==> src/status_byte_defines.vh <==
`ifndef STATUS_BYTE_DEFINES_VH
`define STATUS_BYTE_DEFINES_VH

// ****************************************************
// status word bit positions
// ****************************************************
`define BIT_ERROR     0
`define BIT_STOP      1
`define BIT_START     2
`define BIT_FAULT     3
`define BIT_ZERO      4
`define BIT_SWEEP     5
`define BIT_SERVICE   6
`define BIT_BUSY      7

// ****************************************************
// reset values and event width
// ****************************************************
`define STATUS_RESET  8'h00
`define MASK_RESET    4'h0
`define EVENT_WIDTH   4

`endif

==> src/rise_detect.v <==
`timescale 1ns/100ps
`include "status_byte_defines.vh"

// two-flop synchroniser then rising edge on each event line
module rise_detect (
  input  wire                    clock_i,
  input  wire                    reset_i,
  input  wire [`EVENT_WIDTH-1:0] level_i,
  output reg  [`EVENT_WIDTH-1:0] rise_o
);

  reg [`EVENT_WIDTH-1:0] meta;
  reg [`EVENT_WIDTH-1:0] sync;
  reg [`EVENT_WIDTH-1:0] last;

  always @(posedge clock_i or posedge reset_i) begin
    if (reset_i) begin
      meta   <= 4'h0;
      sync   <= 4'h0;
      last   <= 4'h0;
      rise_o <= 4'h0;
    end else begin
      meta   <= level_i;
      sync   <= meta;
      last   <= sync;
      rise_o <= sync & ~last;
    end
  end

endmodule

==> src/level_sync.v <==
`timescale 1ns/100ps

// two-flop synchroniser for a live level
module level_sync (
  input  wire clock_i,
  input  wire reset_i,
  input  wire level_i,
  output reg  level_o
);

  reg meta;

  always @(posedge clock_i or posedge reset_i) begin
    if (reset_i) begin
      meta    <= 1'b0;
      level_o <= 1'b0;
    end else begin
      meta    <= level_i;
      level_o <= meta;
    end
  end

endmodule

==> src/status_byte_service_request.v <==
`timescale 1ns/100ps
`include "status_byte_defines.vh"

module status_byte_service_request (
  input  wire       CLOCK_I,
  input  wire       RESET_I,
  input  wire       ENTRY_FAULT_I,
  input  wire       SWEEP_STOP_I,
  input  wire       SWEEP_START_I,
  input  wire       HW_FAULT_I,
  input  wire       SWEEP_ACTIVE_I,
  input  wire       CMD_BUSY_I,
  input  wire       SERIAL_POLL_I,
  input  wire       STATUS_QUERY_COMMAND_I,
  input  wire       DEVICE_CLEAR_I,
  input  wire       SOFT_RESET_I,
  input  wire       PANEL_PRESET_I,
  input  wire       MASK_SET_COMMAND_I,
  input  wire [3:0] MASK_VALUE_I,
  output reg  [7:0] POLL_DATA_O,
  output reg        POLL_VALID_O,
  output reg  [7:0] STATUS_WORD_O,
  output reg  [3:0] MASK_O,
  output reg        SERVICE_REQUEST_O
);

  // ****************************************************
  // input synchronisation
  // ****************************************************
  wire [3:0] rise;
  wire       sweep_level;
  wire       busy_level;
  wire [7:0] cmd_rise;

  rise_detect event_edges (
    .clock_i (CLOCK_I),
    .reset_i (RESET_I),
    .level_i ({HW_FAULT_I, SWEEP_START_I, SWEEP_STOP_I, ENTRY_FAULT_I}),
    .rise_o  (rise)
  );

  rise_detect commands_a (
    .clock_i (CLOCK_I),
    .reset_i (RESET_I),
    .level_i ({SOFT_RESET_I, DEVICE_CLEAR_I, STATUS_QUERY_COMMAND_I, SERIAL_POLL_I}),
    .rise_o  (cmd_rise[3:0])
  );

  rise_detect commands_b (
    .clock_i (CLOCK_I),
    .reset_i (RESET_I),
    .level_i ({3'b000, PANEL_PRESET_I}),
    .rise_o  (cmd_rise[7:4])
  );

  level_sync sweep_sync (
    .clock_i (CLOCK_I),
    .reset_i (RESET_I),
    .level_i (SWEEP_ACTIVE_I),
    .level_o (sweep_level)
  );

  level_sync busy_sync (
    .clock_i (CLOCK_I),
    .reset_i (RESET_I),
    .level_i (CMD_BUSY_I),
    .level_o (busy_level)
  );

  // mask strobe and value cross from the command logic
  reg       mask_meta;
  reg       mask_sync;
  reg       mask_last;
  reg [3:0] mask_val_meta;
  reg [3:0] mask_val_sync;

  always @(posedge CLOCK_I or posedge RESET_I) begin
    if (RESET_I) begin
      mask_meta     <= 1'b0;
      mask_sync     <= 1'b0;
      mask_last     <= 1'b0;
      mask_val_meta <= `MASK_RESET;
      mask_val_sync <= `MASK_RESET;
    end else begin
      mask_meta     <= MASK_SET_COMMAND_I;
      mask_sync     <= mask_meta;
      mask_last     <= mask_sync;
      mask_val_meta <= MASK_VALUE_I;
      mask_val_sync <= mask_val_meta;
    end
  end

  wire poll_read = cmd_rise[0];
  wire query     = cmd_rise[1];
  wire dev_clear = cmd_rise[2];
  wire soft_rst  = cmd_rise[3];
  wire preset    = cmd_rise[4];
  wire mask_load = mask_sync & ~mask_last;

  // ****************************************************
  // event latches
  // ****************************************************
  reg  [3:0] events;
  reg        service;
  reg  [3:0] next_events;
  reg        next_service;
  wire       read_clear = poll_read | query;

  always @* begin
    next_events = events;
    // clears first so a same-cycle set wins
    if (read_clear) begin
      next_events = 4'h0;
    end
    if (rise[`BIT_START]) begin
      next_events[`BIT_STOP] = 1'b0;
    end
    if (rise[`BIT_STOP]) begin
      next_events[`BIT_START] = 1'b0;
    end
    next_events = next_events | rise;
  end

  always @* begin
    next_service = service;
    if (read_clear | dev_clear | soft_rst | preset) begin
      next_service = 1'b0;
    end
    // only a fresh event on any line, while some latched event is under an enabling mask, raises service
    if (|rise && |(next_events & MASK_O)) begin
      next_service = 1'b1;
    end
  end

  // one packing for the live word and the poll snapshot, so they never drift apart
  function [7:0] pack_word;
    input       busy;
    input       req;
    input       sweep;
    input [3:0] ev;
    begin
      pack_word = {busy, req, sweep, 1'b0, ev};
    end
  endfunction

  always @(posedge CLOCK_I or posedge RESET_I) begin
    if (RESET_I) begin
      events            <= `MASK_RESET;
      service           <= 1'b0;
      MASK_O            <= `MASK_RESET;
      STATUS_WORD_O     <= `STATUS_RESET;
      POLL_DATA_O       <= `STATUS_RESET;
      POLL_VALID_O      <= 1'b0;
      SERVICE_REQUEST_O <= 1'b0;
    end else begin
      events  <= next_events;
      service <= next_service;
      if (mask_load) begin
        MASK_O <= mask_val_sync;
      end
      STATUS_WORD_O <= pack_word(busy_level, service, sweep_level, events);
      SERVICE_REQUEST_O <= next_service;
      POLL_VALID_O <= read_clear;
      if (read_clear) begin
        // snapshot before the clear takes effect
        POLL_DATA_O <= pack_word(busy_level, service, sweep_level, events);
      end
    end
  end

endmodule

==> config.mk <==
export PLATFORM = sky130hd
export DESIGN_NAME = status_byte_service_request
export DESIGN_NICKNAME = d
export VERILOG_FILES = /design/src/rise_detect.v /design/src/level_sync.v /design/src/status_byte_service_request.v
export VERILOG_INCLUDE_DIRS = /design/src
export SDC_FILE = /design/constraint.sdc
export NUM_CORES = 1
export LEC_CHECK = 0
export ABC_CLOCK_PERIOD_IN_PS = 2400
export BUFFER_PORTS_ARGS = -buffer_cell sky130_fd_sc_hd__buf_2
export CAP_MARGIN = 40
export CELL_PAD_IN_SITES_DETAIL_PLACEMENT = 1
export CELL_PAD_IN_SITES_GLOBAL_PLACEMENT = 1
export CORE_ASPECT_RATIO = 0.75
export CORE_MARGIN = 8
export CORE_UTILIZATION = 40
export CTS_CLUSTER_DIAMETER = 150
export DETAILED_ROUTE_END_ITERATION = 10
export PLACE_DENSITY_LB_ADDON = 0.1
export SYNTH_ARGS = -nofsm -noshare
export SYNTH_HDL_FRONTEND = slang
export SYNTH_SLANG_ARGS = --single-unit
==> constraint.sdc <==
create_clock -name CLOCK_I -period 2.4 [get_ports CLOCK_I]
set_input_delay 0.12 -clock CLOCK_I [delete_from_list [all_inputs] [get_ports CLOCK_I]]
set_output_delay 0.12 -clock CLOCK_I [all_outputs]
set_load 0.02 [all_outputs]
==> out/results.tsv <==
metric	value	unit
postCtsSetupBuffers	0	
fp.dieW	102	um
worst_pin_slew	0.644	ns
hp-class	reg2reg	
worstPathArrival	1.72	ns
hold_depth	0	
hp-start	event_edges.meta[0]	
cts_tree	done	
fin_crit	1.46	ns
yosys.area.top_type_share	85.0	%
hold_viol	0	
path_class	reg2reg	
numPortBuffers	37	
num_rows	23	
p_per_area	964	nW/um2
remaining_drc_errors	0	
max-cap-violations	0	
p_sw	640	uW
whs_endpoint	event_edges.sync[0]	
dp.final_hpwl	2.30	mm
ir_worst_vdd	0.549	mV
grt_max_degree	76	
path_cells	nor2_2 -> a21o_1 -> a221oi_2 -> a21oi_1	
finalSetupTns	0	ns
seqPwrFrac	50.4	%
num-nets-final	200	
drt_wl_total	3.67	mm
rrSetupSlack	0.94	ns
area_growth	31.4	%
ys.flop_type	dfrtp_1	
netSwitchingFraction	22.9	%
grt_pass1_wl	6.21	mm
drt_iter0_drc	43	
path_max_fanout	13	
synthArstFlopShare	100	%
slowest_stage	nor2_2	
cts.sinks	75	
cp_slowest_stage_delay	0.50	ns
wl_per_cell	14.0	um
fin_skew	0.00359	ns
gp_congestion	0.661	
die-area	8180	um2
yosys-top-cells-area	dfrtp_1 85%, mux2_1 3.6%, nor2b_1 2.8%, mux2_2 1.5%, a21o_1 0.68%	
slew_viol_final	0	
numCtsBuffers	9	
regToRegStartpoint	commands_a.rise_o[1]	
num_antenna_cells	0	
worstRegToRegCells	4	
synth_warnings	0	
critical_path_required	2.66	ns
postPlaceCellArea	2490	um2
antenna_found_initial	0	
routed_via_density	4.29	
postRouteAntennaNets	0	
clkTransAtPathRegs	0.07	ns
pin_count	40	
clkPwrFrac	40.5	%
critical_path.endpoint_type	flip-flop	
grt_remaining_overflow	0	
whs	0.352	ns
synth_commonest_cells	75 x dfrtp_1, 10 x nor2b_1, 7 x mux2_1, 4 x inv_1, 3 x mux2_2	
die_y	80.4	um
insertion_delay	0.33	ns
status	completed	
cts_buffer_depth	2	
startpoint_type	flip-flop	
design_area	2900	um2
core	5320	um2
total_power	2.80	mW
syn-instance-count	118	
synth-edff-count	0	
r2r-end	service	
firstDrtPassIters	2	
fmax	685	MHz
max_slew_margin	56.5	%
rsz0062_at_grt	false	
cts_root_buf	clkbuf_8	
p_leak	1.38	nW
finalCritPeriodShare	60.8	%
cts.htree.levels	3	
yosysMostFrequentCell	dfrtp_1	
grt_usage	10.3	%
p_int	2.16	mW
combPwrFrac	9.1	%
initial_core_util	41.5	%
setup_viol	0	
synth_seq_area_share	85.0	%
drive_gt1_share	34.2	%
synth_largest_area_cell	dfrtp_1	
grt_pass1_vias	1286	
synth_cell_types	21	
synth_area_per_cell	18.7	um2
vias	1124	
ys_seq_elements	75	
synth_area	2210	um2
## metrics by stage
step,util [%],instances,setup slack (ns)
final,54.5,262,0.940
after global routing,54.5,262,0.827
after CTS,54.5,262,0.909
after detailed placement,46.8,229,0.931
after global placement,46.8,229,1.01
after floorplan,-,119,0.370
## flip-flops by register name, summed over array words and instances, names as in the netlist, 4 cells and up
register and cells:
commands_a.sync 4, mask_val_sync 4, commands_a.meta 4, event_edges.rise_o 4, POLL_DATA_O 7, commands_a.last 4, commands_a.rise_o 4, MASK_O 4
STATUS_WORD_O 7, event_edges.last 4, events 4, mask_val_meta 4, event_edges.sync 4, event_edges.meta 4
## cell families (layout without fill, tap and decap cells)
logic type | Yosys count | after routing | synth area share [%]
buffers and inverters | 7 | 75 | 1.59
DFF | 75 | 75 | 85.0
and+or+nand+nor | 16 | 16 | 4.99
other | 1 | 2 | 0.170
AOI/OAI and AO/OA | 9 | 9 | 3.17
muxes | 10 | 10 | 5.10
## power by group through the flow
stage                     combinational, mW  clock (mW)  sequential (mW)
final                                 0.255        1.13             1.41
after global routing                  0.279        1.21             1.42
after CTS                             0.263        1.17             1.41
after detailed placement              0.240           0             1.44
after global placement                0.232           0             1.43
after floorplan                      0.0854           0             1.49
## final cells by class
class	instances	area (um2)
Fill cell	502	2420
Sequential cell	75	1880
Timing Repair Buffer	55	375
Multi-Input combinational cell	37	300
Clock buffer	9	124
Clock inverter	7	116
Tap cell	75	93.8
Inverter	4	15.0
## critical path, delay by kind of cell (launching register included)
| family | cells | cell delay, ns |
|---|---|---|
| flip-flops | 1 | 0.40 |
| AND/OR/NAND/NOR | 1 | 0.50 |
| AO/OA/AOI/OAI | 3 | 0.48 |
## metal layers
layer	GRT usage [%]	share of wire [%]	vias up
met5	0	0	-
met4	4.44	1.1	0
met3	6.39	9.3	6
met2	16.3	50	35
li1	-	-	509
met1	10.9	40	574
## worst max path at each step
stage / endpoint / cells after the start / slack, ns / from
3_3_place_gp: service / 4 / 1.01 / commands_a.rise_o[1]
4_1_cts: service / 4 / 0.91 / commands_a.rise_o[1]
3_5_place_dp: service / 4 / 0.93 / commands_a.rise_o[1]
2_1_floorplan: MASK_O[0] / 1 / 0.37 / RESET_I
5_1_grt: service / 4 / 0.83 / commands_a.rise_o[1]
6_report: service / 4 / 0.94 / commands_a.rise_o[1]
## what timing repair did
action                                 in CTS  in global routing
hold buffers                               17                  0
gates resized for setup                     0                  0
endpoints found under the hold margin      91                  0
## layout by cell type (no fill, tap or decap)
cell type	n
o21a_2	1
o21ai_0	1
inv_1	3
nor4b_2	1
a21oi_1	2
buf_2	37
mux2_1	7
bufinv_16	3
conb_1	2
dlygate4sd3_1	17
or4_1	1
clkinv_2	2
or2_2	1
nand2_1	1
dfrtp_1	75
a31o_2	1
a22oi_1	1
nor2b_1	10
nor2_2	1
clkbuf_8	9
mux2_2	3
clkinvlp_4	1
inv_2	1
clkinv_4	1
buf_12	1
nor4b_1	1
a21o_1	2
a221oi_2	1
No activity file was read; power rests on OpenSTA's default activity.
